$ cat src/cppm_pkg.sv
// Overview of operation
// - Data line low over 2s enters sleep
// - Toggle command while active disables pack, sleeps
// - Disconnect-sleep on, toggle off, line high wakes
// - Power switch low wakes device
// - Charger detect with toggle off wakes
// - Toggle command enabling pack wakes device
// - Reset starts in sleep
// - Measurement and protection only while active
// - Cell high past delay: charge off, flag
// - Charge resumes below resume threshold
// - Cell high leaves discharge on
// - Cell low past delay: both off, sleep
// - After cell low, charger attach wakes
// - Recovery charge only while supply below 3V
// - Cell low release waits supply above 2.2V
// - Charge overcurrent past delay: both off, flag
// - Charge surge: pull-down probe, release low
// - Discharge overcurrent: discharge off, pull-up probe
// - Short trip: discharge off, same release
// - FET controls are OR of causes
`default_nettype none
package cppm_pkg;
  // ----------------------------------------
  // Register map
  // ----------------------------------------
  localparam logic [7:0] CTRL_ADDR = 8'h00;
  localparam logic [7:0] STAT_ADDR = 8'h04;
  localparam logic [7:0] CMD_ADDR = 8'h08;
  localparam int CTRL_DSE_BIT = 0;
  localparam int CTRL_TCE_BIT = 1;
  localparam int CTRL_DAB_BIT = 2;
  localparam int CTRL_CAB_BIT = 3;
  localparam logic [3:0] CTRL_RESET = 4'hc;
  localparam int CMD_TOGGLE_BIT = 0;
  localparam int CMD_FLAGCLR_BIT = 1;
  // ----------------------------------------
  // Timing
  // ----------------------------------------
  localparam int CLK_HZ = 20000000;
  localparam int SLEEP_MS = 2000;
  localparam longint SLEEP_CYC_L = longint'(SLEEP_MS) * CLK_HZ / 1000;
  localparam int SLEEP_CYC = int'(SLEEP_CYC_L);
  localparam int CELL_HIGH_CYC = 20000;
  localparam int CELL_LOW_CYC = 20000;
  localparam int OVERCURRENT_CYC = 200;
  localparam int SHORT_TRIP_CYC = 4;
  typedef enum logic {CPPM_SLEEP = 1'b0, CPPM_ACTIVE = 1'b1} cppm_mode_t;
endpackage
`default_nettype wire

$ cat src/cppm_top.sv
`default_nettype none
module cppm_top #(
  parameter int SLEEP_CYCLES = cppm_pkg::SLEEP_CYC,
  parameter int CELL_HIGH_CYCLES = cppm_pkg::CELL_HIGH_CYC,
  parameter int CELL_LOW_CYCLES = cppm_pkg::CELL_LOW_CYC,
  parameter int OVERCURRENT_CYCLES = cppm_pkg::OVERCURRENT_CYC,
  parameter int SHORT_TRIP_CYCLES = cppm_pkg::SHORT_TRIP_CYC
) (
  // Clock and reset
  input wire logic aclk,
  input wire logic aresetn,
  // AXI4-Lite slave
  input wire logic [7:0] s_axi_awaddr,
  input wire logic s_axi_awvalid,
  output logic s_axi_awready,
  input wire logic [31:0] s_axi_wdata,
  input wire logic [3:0] s_axi_wstrb,
  input wire logic s_axi_wvalid,
  output logic s_axi_wready,
  output logic [1:0] s_axi_bresp,
  output logic s_axi_bvalid,
  input wire logic s_axi_bready,
  input wire logic [7:0] s_axi_araddr,
  input wire logic s_axi_arvalid,
  output logic s_axi_arready,
  output logic [31:0] s_axi_rdata,
  output logic [1:0] s_axi_rresp,
  output logic s_axi_rvalid,
  input wire logic s_axi_rready,
  // Qualified comparator inputs
  input wire logic host_data_line,
  input wire logic power_switch_input_n,
  input wire logic charger_detect,
  input wire logic cell_above_high,
  input wire logic cell_below_resume,
  input wire logic cell_below_low,
  input wire logic supply_below_3v,
  input wire logic supply_below_2v2,
  input wire logic sense_above_pos_oc,
  input wire logic sense_below_neg_oc,
  input wire logic sense_return_above_short,
  input wire logic pack_below_release,
  input wire logic pack_above_release,
  // Controls and status
  output logic charge_fet_control,
  output logic discharge_fet_control,
  output logic active_mode,
  output logic recovery_charge_enable,
  output logic probe_pull_down,
  output logic probe_pull_up,
  output logic cell_high_flag,
  output logic cell_depleted_flag,
  output logic charge_surge_flag,
  output logic discharge_surge_flag
);
  // ----------------------------------------
  // State
  // ----------------------------------------
  typedef struct packed {
    cppm_pkg::cppm_mode_t mode;
    logic [3:0] ctrl;
    logic [31:0] dl_cnt;
    logic [31:0] ch_cnt;
    logic [31:0] cl_cnt;
    logic [31:0] pc_cnt;
    logic [31:0] nc_cnt;
    logic [31:0] st_cnt;
    logic ch_flag;
    logic cl_flag;
    logic cs_flag;
    logic ds_flag;
    logic aw_got;
    logic w_got;
    logic [7:0] aw_addr;
    logic [31:0] w_data;
    logic [3:0] w_strb;
    logic bvalid;
    logic rvalid;
    logic [31:0] rdata;
    logic cc;
    logic dc;
    logic rc_en;
    logic pd;
    logic pu;
  } cppm_state_t;

  cppm_state_t state_reg, state_next;
  logic do_write, toggle_cmd, flag_clr;
  logic dl_trip, ch_trip, cl_trip, pc_trip, nc_trip, st_trip;
  logic wake, chg_block, dis_block;

  function automatic logic [31:0] tick(input logic cond,
                                       input logic [31:0] cnt);
    // Counter saturates at all ones; limits are far below 2^32
    tick = 32'h0;
    if (cond) begin
      tick = (cnt == 32'hffffffff) ? cnt : cnt + 32'h1;
    end
  endfunction

  always_comb begin
    state_next = state_reg;
    // ----------------------------------------
    // Bus writes
    // ----------------------------------------
    if (s_axi_awvalid && !state_reg.aw_got) begin
      state_next.aw_got = 1'b1;
      state_next.aw_addr = s_axi_awaddr;
    end
    if (s_axi_wvalid && !state_reg.w_got) begin
      state_next.w_got = 1'b1;
      state_next.w_data = s_axi_wdata;
      state_next.w_strb = s_axi_wstrb;
    end
    do_write = state_reg.aw_got && state_reg.w_got && !state_reg.bvalid;
    toggle_cmd = 1'b0;
    flag_clr = 1'b0;
    if (do_write) begin
      state_next.bvalid = 1'b1;
      state_next.aw_got = 1'b0;
      state_next.w_got = 1'b0;
      if (state_reg.aw_addr == cppm_pkg::CTRL_ADDR && state_reg.w_strb[0]) begin
        state_next.ctrl = state_reg.w_data[3:0];
      end
      if (state_reg.aw_addr == cppm_pkg::CMD_ADDR && state_reg.w_strb[0]) begin
        toggle_cmd = state_reg.w_data[cppm_pkg::CMD_TOGGLE_BIT];
        flag_clr = state_reg.w_data[cppm_pkg::CMD_FLAGCLR_BIT];
      end
    end
    if (state_reg.bvalid && s_axi_bready) begin
      state_next.bvalid = 1'b0;
    end
    // ----------------------------------------
    // Bus reads
    // ----------------------------------------
    if (s_axi_arvalid && !state_reg.rvalid) begin
      state_next.rvalid = 1'b1;
      unique case (s_axi_araddr)
        cppm_pkg::CTRL_ADDR: state_next.rdata = {28'h0, state_reg.ctrl};
        cppm_pkg::STAT_ADDR: state_next.rdata = {24'h0, state_reg.pu,
          state_reg.pd, state_reg.mode, state_reg.ds_flag,
          state_reg.cs_flag, state_reg.cl_flag, state_reg.ch_flag,
          state_reg.rc_en};
        default: state_next.rdata = 32'h0;
      endcase
    end else if (state_reg.rvalid && s_axi_rready) begin
      state_next.rvalid = 1'b0;
    end
    // ----------------------------------------
    // Delay timers, reset on drop and in sleep
    // ----------------------------------------
    state_next.dl_cnt = tick(state_reg.ctrl[cppm_pkg::CTRL_DSE_BIT] &&
      !host_data_line && state_reg.mode == cppm_pkg::CPPM_ACTIVE,
      state_reg.dl_cnt);
    state_next.ch_cnt = tick(cell_above_high &&
      state_reg.mode == cppm_pkg::CPPM_ACTIVE, state_reg.ch_cnt);
    state_next.cl_cnt = tick(cell_below_low &&
      state_reg.mode == cppm_pkg::CPPM_ACTIVE, state_reg.cl_cnt);
    state_next.pc_cnt = tick(sense_above_pos_oc &&
      state_reg.mode == cppm_pkg::CPPM_ACTIVE, state_reg.pc_cnt);
    state_next.nc_cnt = tick(sense_below_neg_oc &&
      state_reg.mode == cppm_pkg::CPPM_ACTIVE, state_reg.nc_cnt);
    state_next.st_cnt = tick(sense_return_above_short &&
      state_reg.mode == cppm_pkg::CPPM_ACTIVE, state_reg.st_cnt);
    dl_trip = state_reg.dl_cnt == 32'(SLEEP_CYCLES);
    ch_trip = state_reg.ch_cnt == 32'(CELL_HIGH_CYCLES);
    cl_trip = state_reg.cl_cnt == 32'(CELL_LOW_CYCLES);
    pc_trip = state_reg.pc_cnt == 32'(OVERCURRENT_CYCLES);
    nc_trip = state_reg.nc_cnt == 32'(OVERCURRENT_CYCLES);
    st_trip = state_reg.st_cnt == 32'(SHORT_TRIP_CYCLES);
    // ----------------------------------------
    // Protection flags, set wins over clear, except cell-high resume release wins over its set
    // ----------------------------------------
    if (flag_clr) begin
      state_next.ch_flag = 1'b0;
      state_next.cs_flag = 1'b0;
      state_next.ds_flag = 1'b0;
    end
    if (ch_trip) begin
      state_next.ch_flag = 1'b1;
    end
    if (state_reg.ch_flag && cell_below_resume) begin
      state_next.ch_flag = 1'b0;
    end
    if (pc_trip) begin
      state_next.cs_flag = 1'b1;
    end else if (state_reg.cs_flag && pack_below_release) begin
      state_next.cs_flag = 1'b0;
    end
    if (nc_trip || st_trip) begin
      state_next.ds_flag = 1'b1;
    end else if (state_reg.ds_flag && pack_above_release) begin
      state_next.ds_flag = 1'b0;
    end
    // ----------------------------------------
    // Mode
    // ----------------------------------------
    wake = !power_switch_input_n
      || (state_reg.ctrl[cppm_pkg::CTRL_DSE_BIT]
          && !state_reg.ctrl[cppm_pkg::CTRL_TCE_BIT]
          && host_data_line)
      || (charger_detect
          && !state_reg.ctrl[cppm_pkg::CTRL_TCE_BIT])
      || (toggle_cmd && state_reg.ctrl[cppm_pkg::CTRL_TCE_BIT]);
    if (state_reg.mode == cppm_pkg::CPPM_ACTIVE) begin
      if (cl_trip) begin
        state_next.mode = cppm_pkg::CPPM_SLEEP;
        state_next.cl_flag = 1'b1;
      end else if (dl_trip) begin
        state_next.mode = cppm_pkg::CPPM_SLEEP;
      end else if (toggle_cmd
                   && state_reg.ctrl[cppm_pkg::CTRL_TCE_BIT]) begin
        state_next.mode = cppm_pkg::CPPM_SLEEP;
      end
    end else if (state_reg.cl_flag) begin
      // Depleted cell: only a charger with supply above 2.2V releases
      if (charger_detect && !supply_below_2v2) begin
        state_next.cl_flag = 1'b0;
        state_next.mode = cppm_pkg::CPPM_ACTIVE;
      end
    end else if (wake) begin
      state_next.mode = cppm_pkg::CPPM_ACTIVE;
    end
    // ----------------------------------------
    // Outputs, high means FET off
    // ----------------------------------------
    chg_block = state_next.ch_flag || state_next.cl_flag ||
      state_next.cs_flag || !state_next.ctrl[cppm_pkg::CTRL_CAB_BIT] ||
      state_next.mode == cppm_pkg::CPPM_SLEEP;
    dis_block = state_next.cl_flag || state_next.cs_flag ||
      state_next.ds_flag || !state_next.ctrl[cppm_pkg::CTRL_DAB_BIT] ||
      state_next.mode == cppm_pkg::CPPM_SLEEP;
    state_next.cc = chg_block;
    state_next.dc = dis_block;
    state_next.rc_en = supply_below_3v;
    state_next.pd = state_next.cs_flag;
    state_next.pu = state_next.ds_flag;
  end

  always_ff @(posedge aclk) begin
    if (!aresetn) begin
      state_reg <= '0;
      state_reg.mode <= cppm_pkg::CPPM_SLEEP;
      state_reg.ctrl <= cppm_pkg::CTRL_RESET;
      state_reg.cc <= 1'b1;
      state_reg.dc <= 1'b1;
    end else begin
      state_reg <= state_next;
    end
  end

  assign s_axi_awready = !state_reg.aw_got;
  assign s_axi_wready = !state_reg.w_got;
  assign s_axi_bvalid = state_reg.bvalid;
  assign s_axi_bresp = 2'h0;
  assign s_axi_arready = !state_reg.rvalid;
  assign s_axi_rvalid = state_reg.rvalid;
  assign s_axi_rdata = state_reg.rdata;
  assign s_axi_rresp = 2'h0;
  assign charge_fet_control = state_reg.cc;
  assign discharge_fet_control = state_reg.dc;
  assign active_mode = state_reg.mode == cppm_pkg::CPPM_ACTIVE;
  assign recovery_charge_enable = state_reg.rc_en;
  assign probe_pull_down = state_reg.pd;
  assign probe_pull_up = state_reg.pu;
  assign cell_high_flag = state_reg.ch_flag;
  assign cell_depleted_flag = state_reg.cl_flag;
  assign charge_surge_flag = state_reg.cs_flag;
  assign discharge_surge_flag = state_reg.ds_flag;
endmodule
`default_nettype wire

$ cat config.mk
export PLATFORM = sky130hd
export DESIGN_NAME = cppm_top
export DESIGN_NICKNAME = d
export VERILOG_FILES = /design/src/cppm_pkg.sv /design/src/cppm_top.sv
export SDC_FILE = /design/constraint.sdc
export NUM_CORES = 1
export LEC_CHECK = 0
export CORE_ASPECT_RATIO = 1.2
export CORE_MARGIN = 3
export CORE_UTILIZATION = 50
export DETAILED_ROUTE_END_ITERATION = 6
export DONT_BUFFER_PORTS = 1
export PLACE_DENSITY = 0.67
export SETUP_SLACK_MARGIN = 0.2
export SLEW_MARGIN = 0
export SYNTH_ARGS = -nofsm -noshare
export SYNTH_HDL_FRONTEND = slang
export SYNTH_SLANG_ARGS = --single-unit
$ cat constraint.sdc
create_clock -name aclk -period 6.5 [get_ports aclk]
set_input_delay 0.65 -clock aclk [delete_from_list [all_inputs] [get_ports aclk]]
set_output_delay 0.65 -clock aclk [all_outputs]
set_load 0.01 [all_outputs]
* Yosys cells after proc, flatten, opt, wreduce, memory -nomap -nowiden
Cells that the tools add are included.
Word-level totals: bits in read-only memories 0, memory bits (writable) 0, latch bits 0, output and inout bits 51, memories 0, logic and storage cells 132, register bits after elaboration 253, bits of input ports 72
Operators by class: divide/modulo/power cells 0, multiply operators 0, bitwise gates (word level) 2, magnitude comparators 0, mux-type cells 28, $add $sub $neg 6, reduce and logical (&&, ||, !) cells 58, shifts and indexed selects 0, eq/ne operators 14
Operators with widths (number):
- 32-bit by 1-bit adder with 32-bit output, second input constant | 6
- 32-bit equality test, second input constant | 6
- 32-bit by 15-bit equality test with 1-bit output, second input constant | 2
- 32-bit by 8-bit equality test with 1-bit output, second input constant | 2
- 32-bit by 26-bit equality test with 1-bit output, second input constant | 1
- 32-bit by 3-bit equality test with 1-bit output, second input constant | 1
- 1-bit logical AND | 24
- 1-bit 2-to-1 mux | 24
- 8-bit zero test | 2
- 8-bit one-hot mux with 2 select lines | 1
- 2-bit AND reduction | 7
- 1-bit logical OR | 12
- 1-bit zero test | 10
- 8-bit by 3-bit equality test with 1-bit output, second input constant | 1
- 8-bit by 4-bit equality test with 1-bit output, second input constant | 1
- 4-bit 2-to-1 mux | 2
- 2-bit OR reduction | 2
- 2-bit 2-to-1 mux | 1
- 1-bit NOT | 2
- 2-bit nonzero test | 1

* Depth between registers and ports, before layout
Gate-level depths: netlist of the first run.
depth in word-level cells 11, depth in mapped cells 9

* Worst setup path before layout of the first run
OpenSTA, ideal clock, no wires.
kind input-to-reg, from in aresetn, to reg state_reg[223] (netlist bit), buffers on the path 3, slack 4.352 ns, stages on the path 7, arrival 2.088 ns, data required time 6.440 ns, cell sequence clkbuf_1 > and2_1 > buf_2 > nand2_1 > clkbuf_1 > or4b_2 > nand2_1
Between the ends: word-level cells in the longest chain between the ends 1
RTL lines:
- start: declaration | RTL line cppm_top.sv:11 | input wire logic aresetn,
- 2-bit AND reduction (no source line)
- end signal: assignment | RTL line cppm_top.sv:248 | state_reg <= state_next;
- end: declaration | RTL line cppm_top.sv:87 | cppm_state_t state_reg, state_next;
Every way passes these cells. A chain may end at the register's enable or synchronous reset.

* Worst setup path in the final report of the first run
from reg state_reg, in the netlist active_mode, to reg state_reg[223] (netlist bit)
Between the ends: word-level cells in the longest chain between the ends 2
RTL lines:
- 1-bit logical AND | RTL line cppm_top.sv:155 | state_next.ch_cnt = tick(cell_above_high &&
- 2-bit AND reduction (no source line)
Every way passes these cells.

==> results of run 1 <==
[logic make-up (layout without fill, tap and decap cells)]
| logic type | after synthesis | count (layout) | share of synthesized area [%] |
|---|---|---|---|
| mux | 29 | 29 | 2.46 |
| compound gates | 259 | 259 | 14.3 |
| other cells | 1 | 29 | 0.0313 |
| xor+xnor | 83 | 83 | 6.07 |
| simple gates | 686 | 686 | 31.8 |
| fa+ha+maj | 12 | 12 | 1.25 |
| buf+inv | 141 | 93 | 5.95 |
| flops | 228 | 228 | 38.1 |
[per-stage QoR]
stage | setup slack (ns) | total power [mW] | cell area (µm²) | cells | util, %
floorplan | 4.35 | 1.52 | 12100 | 1466 | -
global placement | 3.60 | 1.53 | 12000 | 1685 | 51.3
detailed placement | 3.57 | 1.53 | 12000 | 1685 | 51.3
CTS | 3.54 | 3.15 | 12900 | 1733 | 55.3
global route | 3.31 | 3.22 | 12900 | 1734 | 55.3
finish | 3.56 | 3.11 | 12900 | 1734 | 55.3
[power breakdown]
part | internal [mW] | switching [mW]
registers | 1.41 | 0.0151
clock network | 1.01 | 0.593
logic | 0.0207 | 0.0575
total | 2.44 | 0.666
[worst max-delay path: stages, from the launching register on]
cell and delay, ns:
dfxtp_1 0.71, and2_1 0.53, nand2_1 0.69, or4b_2 0.84
nand2_1 0.08
[per-layer routing]
metal / up-vias / GRT usage, %
li1: 5213 / -
met1: 4939 / 28.6
met2: 198 / 35.8
met3: 59 / 4.77
met4: 4 / 6.92
met5: - / 0
[synth_stat cells (all sizes together), types with 6 or more instances]
cell / count / share of area [%]
or2: 7 / 0.37
nand2b: 12 / 0.63
o21ai: 45 / 1.9
and4: 24 / 1.8
and3: 27 / 1.4
inv: 40 / 1.3
nand3: 76 / 3.2
a2111oi: 10 / 0.95
or4: 39 / 2.5
nor4b: 14 / 1.1
nand4b: 6 / 0.44
o31ai: 25 / 1.6
nor2b: 6 / 0.31
nor4: 58 / 3.5
a21oi: 80 / 3.3
ha: 12 / 1.3
a31oi: 26 / 1.4
mux2i: 25 / 2.1
a211oi: 16 / 1.0
and2: 11 / 0.57
xor2: 10 / 0.73
or3: 39 / 2.0
nor2: 151 / 4.7
nand2: 116 / 3.6
o211ai: 8 / 0.50
dfxtp: 228 / 38
clkbuf: 42 / 1.3
xnor2: 73 / 5.3
nor3: 34 / 1.6
nand4: 58 / 3.4
buf: 59 / 3.4
[worst max path at each step]
stage                                       from                           to  depth (start not counted)
after floorplan                          aresetn  state_reg[223]$_SDFFE_PN0P_                          7
after global placement    active_mode$_SDFF_PN0_  state_reg[223]$_SDFFE_PN0P_                          4
after detailed placement  active_mode$_SDFF_PN0_  state_reg[223]$_SDFFE_PN0P_                          4
after CTS                 active_mode$_SDFF_PN0_  state_reg[223]$_SDFFE_PN0P_                          4
after global routing      active_mode$_SDFF_PN0_  state_reg[223]$_SDFFE_PN0P_                          4
final                     active_mode$_SDFF_PN0_  state_reg[223]$_SDFFE_PN0P_                          4
[layout make-up]
type                       instances  area [µm²]  share of cell area, %
multi-input combinational       1097        6830                   52.8
sequential                       228        4560                   35.3
clock buffer                      37         763                   5.90
tap                              315         394                   3.05
clock inverter                    11         186                   1.44
inverter                          40         150                   1.16
timing repair buffer               5        37.5                  0.290
antenna                            1        2.50                 0.0194
==> metrics.md, run 1 <==
| Metric | Value |
|---|---|
| Outcome | `complete, no violations` |
| P_leak | `approximately 3.9 nW` |
| Unrepaired setup endpoints after global routing | `false` |
| CTS clk-pin slew, worst paths | `around 0.06 ns` |
| CTS tree | `yes` |
| CTS buffer count | `26` |
| Global route overflow | `0` |
| Worst hold slack | `0.180 ns` |
| Classification of the worst setup path | `flop to flop` |
| Final setup viols | `0` |
| # resized after CTS | `0` |
| Cell Pwr Density | `241 nW/µm²` |
| Final period util | `between 40 and 50%` |
| 1st-iter DRT viols | `420` |
| Max clock buf depth | `3` |
| Worst hold start | `aresetn` |
| Hold Fails Final Rpt | `0` |
| Commonest non-fill, non-tap cell in the layout | `dfxtp_1` |
| Setup TNS Final | `0 ns` |
| Vias | `between 10000 and 15000` |
| Register area share after synthesis | `a little under two fifths` |
| Hold depth | `1` |
| Top routing layer in use | `met5` |
| Synth Register Bits | `roughly 230` |
| Crit start category | `flop` |
| Max-slew violations | `0` |
| Post-detailed-route wirelength per cell | `around 16 µm` |
| Htree depth | `1` |
| Synth async-reset ratio | `0%` |
| Residual antenna-violating net count after detailed routing | `0` |
| Synthesized instance count | `between 1000 and 1500` |
| CP Capture Type | `flop` |
| Met3 Wirelength | `about 1600 µm` |
| Final wirelength | `28600 µm` |
| Vias in the first global route | `around 9600` |
| Critical path fanouts, max | `30` |
| M1 WL | `roughly 13000 µm` |
| Final Critical Period | `between 2 and 3 ns` |
| MaxCap Viol Count | `0` |
| Rel. slew slack | `between 15 and 20%` |
| Largest net degree at the start of global routing | `33` |
| Number of synthesized flops with an enable pin | `0` |
| Syn-to-layout area delta | `7.87%` |
| Reg2reg end | `state_reg[223]$_SDFFE_PN0P_` |
| Num ports | `roughly 120` |
| # hold bufs at CTS | `0` |
| HPWL after detailed placement | `around 20000 µm` |
| Core Footprint | `about 23000 µm²` |
| Die ar. | `between 20000 and 30000 µm²` |
| # rows | `61` |
| Peak supply drop | `approximately 0.18 mV` |
| Main synth FF type | `dfxtp_1` |
| Share of layout cells above drive strength 1 | `around 6.3%` |
| Worst r2r src | `active_mode$_SDFF_PN0_` |
| First-pass GRT wire length | `48100 µm` |
| Worst Reg-to-Reg Cells | `4` |
| Synthesis Warnings | `0` |
| Reg-to-reg slack, setup | `3.56 ns` |
| Yosys cell types | `~80` |
| Post-CTS setup buffers | `0` |
| Clock skew | `roughly 0.026 ns` |
| Worst Path Arrival | `around 3.4 ns` |
| Slew @ Worst Pin | `1.23 ns` |
| Die Height | `about 180 µm` |
| Routability congestion estimate | `about 0.85` |
| Die W | `147 µm` |
| Detailed-routed wire length on met2 | `about 13000 µm` |
| Largest register FFs | `roughly 210` |
| Root buffer cell | `clkbuf_16` |
| Worst Hold Class | `input port to flop` |
| Synth Area per Inst | `about 8.3 µm²` |
| Peak Freq | `between 300 and 400 MHz` |
| Initial antenna violation count | `3` |
| Nets@finish | `~1500` |
| Post-Syn Area | `roughly 12000 µm²` |
| Crit path required time | `a little under 7 ns` |
| Total GRT Usage | `around 22%` |
| Hold Path Sink | `state_reg[283]$_SDFF_PN1_` |
| DR vias/cell | `6.01` |
| Clock Latency Late Sink | `0.54 ns` |
| Most frequent cells in the layout | `228 x dfxtp_1, 151 x nor2_1, 116 x nand2_1` |
| Initial Utilization | `51.3%` |
| Sink Count | `around 230` |
| Pre-Repair DR Iteration Count | `5` |
| # DRC | `0` |
| FILL cells | `around 2200` |
| Number of I/O port buffers | `0` |
(Power assumes the default switching activity.)
==> run 2: changes to the inputs <==
--- a/config.mk
+++ b/config.mk
@@ -5,6 +5,7 @@
 export SDC_FILE = /design/constraint.sdc
 export NUM_CORES = 1
 export LEC_CHECK = 0
+export ABC_AREA = 1
 export CORE_ASPECT_RATIO = 1.2
 export CORE_MARGIN = 3
 export CORE_UTILIZATION = 50
==> constraint.sdc (replaced) <==
create_clock -name aclk -period 2.8 [get_ports aclk]
set_input_delay 0.28 -clock aclk [delete_from_list [all_inputs] [get_ports aclk]]
set_output_delay 0.28 -clock aclk [all_outputs]
set_load 0.01 [all_outputs]
==> metrics.md, run 2 <==
| Metric | Value |
|---|---|
| Unrepaired setup endpoints after global routing | `false` |
| Most common cell in the netlist | `nand2_1` |
| Post-Syn Area | `13900 µm² (+16%)` |
| Outcome | `complete, no violations` |
| Max clock buf depth | `3 (unchanged)` |
| HPWL after detailed placement | `27600 µm (+40%)` |
| Initial Utilization | `51.0% (-0.28 points)` |
| Critical path fanouts, max | `26 (-13%)` |
| Critical path buffer and inverter count | `5 (+5)` |
| First-pass GRT wire length | `60100 µm (+25%)` |
| Final period util | `81.5% (+36 points)` |
| Peak supply drop | `0.447 mV (+140%)` |
| Share of layout cells above drive strength 1 | `5.01% (-1.3 points)` |
| Final Critical Period | `2.28 ns (-0.660 ns)` |
| Initial antenna violation count | `0 (-3)` |
| Crit-path max cell delay | `0.42 ns (-0.42 ns)` |
| Antenna Cells | `0 (-1)` |
| Clock Latency Late Sink | `0.55 ns (about the same)` |
| Clk network pwr share | `50.1% (-1.6 points)` |
| Sw frac | `22.2% (+0.76 points)` |
| Final wirelength | `36300 µm (+27%)` |
| Vias in the first global route | `12900 (+35%)` |
| Root buffer cell | `clkbuf_16` |
| Number of synthesized flops with an enable pin | `0 (unchanged)` |
| Routability congestion estimate | `0.957 (+13%)` |
| Cell internal pwr | `5.49 mW (+120%)` |
| Post-detailed-route wirelength per cell | `13.7 µm (-17%)` |
| Synth async-reset ratio | `0% (unchanged)` |
| Largest register FFs | `211 (unchanged)` |
| Total power | `7.05 mW (+130%)` |
| CTS tree | `yes` |
| Die ar. | `29800 µm² (+15%)` |
| Classification of the worst setup path | `flop to flop` |
| Largest cells by area after synthesis | `dfxtp_1 33%, nand2_1 19%, nor2_1 10%` |
| Crit path top cell by count | `inv_2` |
| Slew @ Worst Pin | `0.924 ns (-0.305 ns)` |
| Nets@finish | `2382 (+61%)` |
| Residual antenna-violating net count after detailed routing | `0 (unchanged)` |
| Worst Path Arrival | `2.78 ns (-0.62 ns)` |
| CTS buffer count | `26 (unchanged)` |
| Largest net degree at the start of global routing | `28 (-15%)` |
| Cell Chain, Critical Path | `ha_1 -> nand3_2 -> inv_2 -> nand2_1 -> inv_1 -> nand2_1 -> inv_2 -> nand2_2 -> inv_2 -> o21ai_0 -> inv_1` |
| Die W | `158 µm (+7.3%)` |
| Layout Cells excl Fill | `2657 (+53%)` |
| Final setup viols | `0 (unchanged)` |
| # DRC | `0 (unchanged)` |
| Synthesis Warnings | `0 (unchanged)` |
| Total GRT Usage | `24.2% (+2.5 points)` |
| Syn-to-layout area delta | `8.80%` |
| Sink Count | `228 (unchanged)` |
| Synth area leader | `dfxtp_1` |
| Pre-Repair DR Iteration Count | `7 (+2)` |
| Synthesized instance count | `2279 (+58%)` |
| Global route overflow | `0 (unchanged)` |
| Yosys cell types | `39 (-50%)` |
| Die Height | `188 µm (+7.3%)` |
| Hold Fails Final Rpt | `0 (unchanged)` |
| MaxCap Viol Count | `0 (unchanged)` |
| Cell Pwr Density | `467 nW/µm² (+94%)` |
| Crit start category | `flop` |
| Reg power frac | `47.1% (+1.3 points)` |
| Vias | `13500 (+30%)` |
| Max-slew violations | `0 (unchanged)` |
| Placed instance count | `2588 (+54%)` |
| Rel. slew slack | `37.8% (+20 points)` |
| Main synth FF type | `dfxtp_1` |
| Worst Hold Class | `input port to flop` |
| Most frequent cells in the layout | `698 x nand2_1, 384 x nor2_1, 314 x inv_1` |
| Register area share after synthesis | `32.9% (-5.2 points)` |
| Crit path required time | `3.30 ns (-3.66 ns)` |
| Commonest non-fill, non-tap cell in the layout | `nand2_1` |
| Post-CTS setup buffers | `0 (unchanged)` |
| Share of the synthesized area in the top cell type | `32.9% (-5.2 points)` |
| 1st-iter DRT viols | `778 (+85%)` |
| Number of I/O port buffers | `0 (unchanged)` |
| Synth Register Bits | `228 (unchanged)` |
| Commonest cells post-synth | `698 x nand2_1, 384 x nor2_1, 314 x inv_1` |
| Comb pwr share | `2.8% (+0.3 points)` |
| Sw Pwr | `1.56 mW (+130%)` |
| Core Footprint | `27200 µm² (+16%)` |
| CTS clk-pin slew, worst paths | `0.06 ns (about the same)` |
| Htree depth | `1 (unchanged)` |
| Reg-to-reg slack, setup | `0.52 ns (-3.04 ns)` |
| Peak Freq | `438 MHz (+29%)` |
| CP max-delay cell | `dfxtp_1` |
| Top Family by Delay on Critical Path | `simple AND/OR/NAND/NOR gates` |
| P_leak | `6.73 nW (+71%)` |
| # rows | `66 (+8.2%)` |
| Synth Area per Inst | `6.08 µm² (-27%)` |
| Setup TNS Final | `0 ns (unchanged)` |
| Num ports | `123 (unchanged)` |
| Clock skew | `0.0181 ns (-0.00763 ns)` |
| CP Capture Type | `flop` |
| DR vias/cell | `5.09 (-15%)` |
## run 2: final timing paths
path,start,to,cells past startpoint
worst max register to register,state_reg[249]$_SDFFE_PN0P_,state_reg[262]$_SDFFE_PN0P_,11
worst min register to register,state_reg[45]$_SDFFE_PN0P_,state_reg[45]$_SDFFE_PN0P_,2
worst max-delay path,state_reg[249]$_SDFFE_PN0P_,state_reg[262]$_SDFFE_PN0P_,11
worst min-delay path,aresetn,s_axi_bvalid$_SDFFE_PP0N_,2
## run 2: cells by family (layout without fill, tap and decap cells)
logic type,Yosys count,count (layout),synth area share (%)
compound gates,132,132,5.08
xor+xnor,55,55,3.47
fa+ha+maj,12,12,1.08
buf+inv,405,416,12.7
flops,228,228,32.9
other cells,1,28,0.0270
simple gates,1446,1446,44.7
## run 2: final cells by class
class	count	area, µm²
clock buffer	36	708
multi-input combinational	1673	7640
clock inverter	11	181
sequential	228	4560
fill	2743	12100
inverter	338	1270
tap	340	425
timing repair buffer	31	288
## run 2: what timing repair did
action                    CTS  global route
resized for setup           0             0
hold buffers               22             0
hold endpoints to repair   26             0
## run 2: power groups by stage
stage	Clock, mW	Sequential [mW]	Combinational [mW]
6_report	3.53	3.32	0.200
5_1_grt	3.75	3.32	0.229
4_1_cts	3.63	3.31	0.197
3_5_place_dp	0	3.39	0.166
3_3_place_gp	0	3.39	0.164
2_1_floorplan	0	3.37	0.172
## run 2: per-stage QoR
step | util, % | worst slack [ns] | instance area [µm²] | hold slack, ns
6_report | 55.5 | 0.518 | 15100 | 0.0287
5_1_grt | 55.5 | 0.347 | 15100 | 0.0278
4_1_cts | 55.5 | 0.529 | 15100 | 0.00167
3_5_place_dp | 51.4 | 0.547 | 14000 | 0.371
3_3_place_gp | 51.4 | 0.601 | 14000 | 0.367
2_1_floorplan | - | 1.18 | 14000 | 0.378
## run 2: layer usage
layer  vias up  GRT usage [%]  routed length, µm
li1       7057              -                  -
met1      6028           29.1              15400
met2       345           43.0              17700
met3       104           3.15               1750
met4         0           10.5               1510
met5         -              0                  0
==> run 3: changes to the inputs <==
==> constraint.sdc (replaced) <==
create_clock -name aclk -period 2.15 [get_ports aclk]
set_input_delay 0.215 -clock aclk [delete_from_list [all_inputs] [get_ports aclk]]
set_output_delay 0.215 -clock aclk [all_outputs]
set_load 0.01 [all_outputs]
==> metrics.md, run 3 (synthesis results as in run 2) <==
| Metric | Value |
|---|---|
| Outcome | `finished, violations left` |
| Failing checks | `design-rule violations` |
| Sink Count | `228 (unchanged)` |
| Worst hold start | `pack_below_release` |
| DP Area | `14200 µm² (+1.5%)` |
| Cell Chain, Critical Path | `nor2_1 -> nand2_1 -> nor2_1 -> nand2_1 -> nand2_1 -> nand3_1 -> dlygate4sd3_1` |
| DR vias/cell | `5.08 (-0.18%)` |
| Peak Freq | `550 MHz (+25%)` |
| CP max-delay cell | `dlygate4sd3_1` |
| Nets@finish | `2410 (+1.2%)` |
| Root buffer cell | `clkbuf_16` |
| FILL cells | `2760 (+0.62%)` |
| CP Launch Point | `state_reg[75]$_SDFFE_PN0P_` |
| Share of layout cells above drive strength 1 | `6.99% (+2.0 points)` |
| Post-detailed-route wirelength per cell | `13.7 µm (about the same)` |
| Worst r2r src | `state_reg[75]$_SDFFE_PN0P_` |
| Crit path top cell by count | `nand2_1` |
| Core Footprint | `27200 µm² (unchanged)` |
| Classification of the worst setup path | `flop to flop` |
| Commonest non-fill, non-tap cell in the layout | `nand2_1` |
| Largest register FFs | `211 (unchanged)` |
| Top Family by Delay on Critical Path | `simple AND/OR/NAND/NOR gates` |
| Initial Utilization | `51.0% (unchanged)` |
| Hold depth | `5 (+3)` |
| MaxCap Viol Count | `0 (unchanged)` |
| Crit start category | `flop` |
| Num ports | `123 (unchanged)` |
| Max clock buf depth | `3 (unchanged)` |
| Largest net degree at the start of global routing | `28 (unchanged)` |
| Clock skew | `0.0137 ns (-0.00437 ns)` |
| Setup TNS Final | `0 ns (unchanged)` |
| Residual antenna-violating net count after detailed routing | `0 (unchanged)` |
| # rows | `66 (unchanged)` |
| Worst Path Arrival | `2.25 ns (-0.53 ns)` |
| Global route overflow | `0 (unchanged)` |
| Hold Fails Final Rpt | `0 (unchanged)` |
| Vias in the first global route | `12600 (-2.0%)` |
| Max-slew violations | `0 (unchanged)` |
| CTS tree | `yes` |
| Clock Latency Late Sink | `0.54 ns (about the same)` |
| Cell Pwr Density | `618 nW/µm² (+32%)` |
| Most frequent cells in the layout | `698 x nand2_1, 380 x nor2_1, 313 x inv_1` |
| CTS clk-pin slew, worst paths | `0.06 ns (about the same)` |
| Initial antenna violation count | `0 (unchanged)` |
| Final period util | `84.6% (+3.1 points)` |
| Post-CTS setup buffers | `0 (unchanged)` |
| Fin area | `15500 µm² (+2.8%)` |
| Number of I/O port buffers | `0 (unchanged)` |
| Critical path fanouts, max | `6 (-77%)` |
| Crit-path max cell delay | `0.56 ns (+0.14 ns)` |
| Final wirelength | `36700 µm (+1.1%)` |
| Worst Reg-to-Reg Cells | `7 (-4)` |
| Reg area | `4570 µm² (+0.11%)` |
| P_leak | `6.95 nW (+3.4%)` |
| Final Critical Period | `1.82 ns (-0.463 ns)` |
| Critical path buffer and inverter count | `1 (-4)` |
| Syn-to-layout area delta | `11.9%` |
| Reg-to-reg slack, setup | `0.33 ns (-0.19 ns)` |
| Unrepaired setup endpoints after global routing | `false` |
| Routability congestion estimate | `0.968 (+1.2%)` |
| 1st-iter DRT viols | `887 (+14%)` |
| Pre-Repair DR Iteration Count | `7 (unchanged)` |
| Stages on the worst setup path | `7 (-4)` |
| Multi-input gate area | `7720 µm² (+0.95%)` |
| HPWL after detailed placement | `28000 µm (+1.5%)` |
| Antenna Cells | `0 (unchanged)` |
| CTS buffer count | `26 (unchanged)` |
| Die W | `158 µm (unchanged)` |
| Peak supply drop | `0.526 mV (+18%)` |
| # DRC | `1 (+1)` |
| Rel. slew slack | `43.5% (+5.7 points)` |
| Htree depth | `1 (unchanged)` |
| Die Height | `188 µm (unchanged)` |
| Worst Hold Class | `input port to flop` |
| Slew @ Worst Pin | `0.847 ns (-0.0771 ns)` |
| Worst hold slack | `0.0101 ns (-0.0185 ns)` |
| Total GRT Usage | `24.1% (-0.11 points)` |
| Final setup viols | `0 (unchanged)` |
| First-pass GRT wire length | `59800 µm (-0.57%)` |
| CP Capture Type | `flop` |
| Total power | `9.58 mW (+36%)` |
| Die ar. | `29800 µm² (unchanged)` |
| Vias | `13700 (+0.87%)` |
| Crit path required time | `2.58 ns (-0.72 ns)` |
[run 3: path summary, 6_finish.rpt]
kind | to
setup reg to reg | state_reg[284]$_SDFF_PN1_
hold reg to reg | state_reg[45]$_SDFFE_PN0P_
hold / removal | probe_pull_down$_SDFF_PN0_
setup / recovery | state_reg[284]$_SDFF_PN1_
[run 3: what timing repair did]
action                                  CTS  global route
endpoints found under the setup margin    1           127
endpoints found under the hold margin    43             0
hold buffers                             24             0
cloned                                    0             1
gates resized for setup                   1            23
[run 3: tightest hold or removal path, cell delays in order]
cell	delay [ns]
inv_1	0.03
nand2_1	0.05
nor2_1	0.04
nor2_1	0.12
nor2_1	0.05
[run 3: report_power, final]
part	internal, mW	switching (mW)
Combinational	0.0904	0.185
Clock	3.15	1.84
Sequential	4.27	0.0449
Total	7.51	2.07
[run 3: per-stage QoR]
stage / setup slack (ns) / cells / utilization, %
final: 0.331 / 2685 / 57.1
after floorplan: 0.532 / 2306 / -
after global placement: 0.253 / 2613 / 52.2
after detailed placement: 0.241 / 2613 / 52.2
after CTS: 0.211 / 2684 / 56.7
after global routing: 0.202 / 2685 / 57.1
[run 3: area by class of cell]
cell class | count | share of cell area [%]
Clock inverter | 14 | 1.60
Multi-Input combinational cell | 1674 | 49.8
Clock buffer | 33 | 4.75
Inverter | 338 | 8.31
Timing Repair Buffer | 58 | 3.37
Sequential cell | 228 | 29.5
Tap cell | 340 | 2.74
[run 3: layer usage]
layer  routed length, µm  share of wire [%]  GRT usage (%)
met5                   0                  0              0
met4                1420                3.9           9.40
met2               18100                 49           42.6
met3                1600                4.4           3.03
met1               15600                 43           29.6
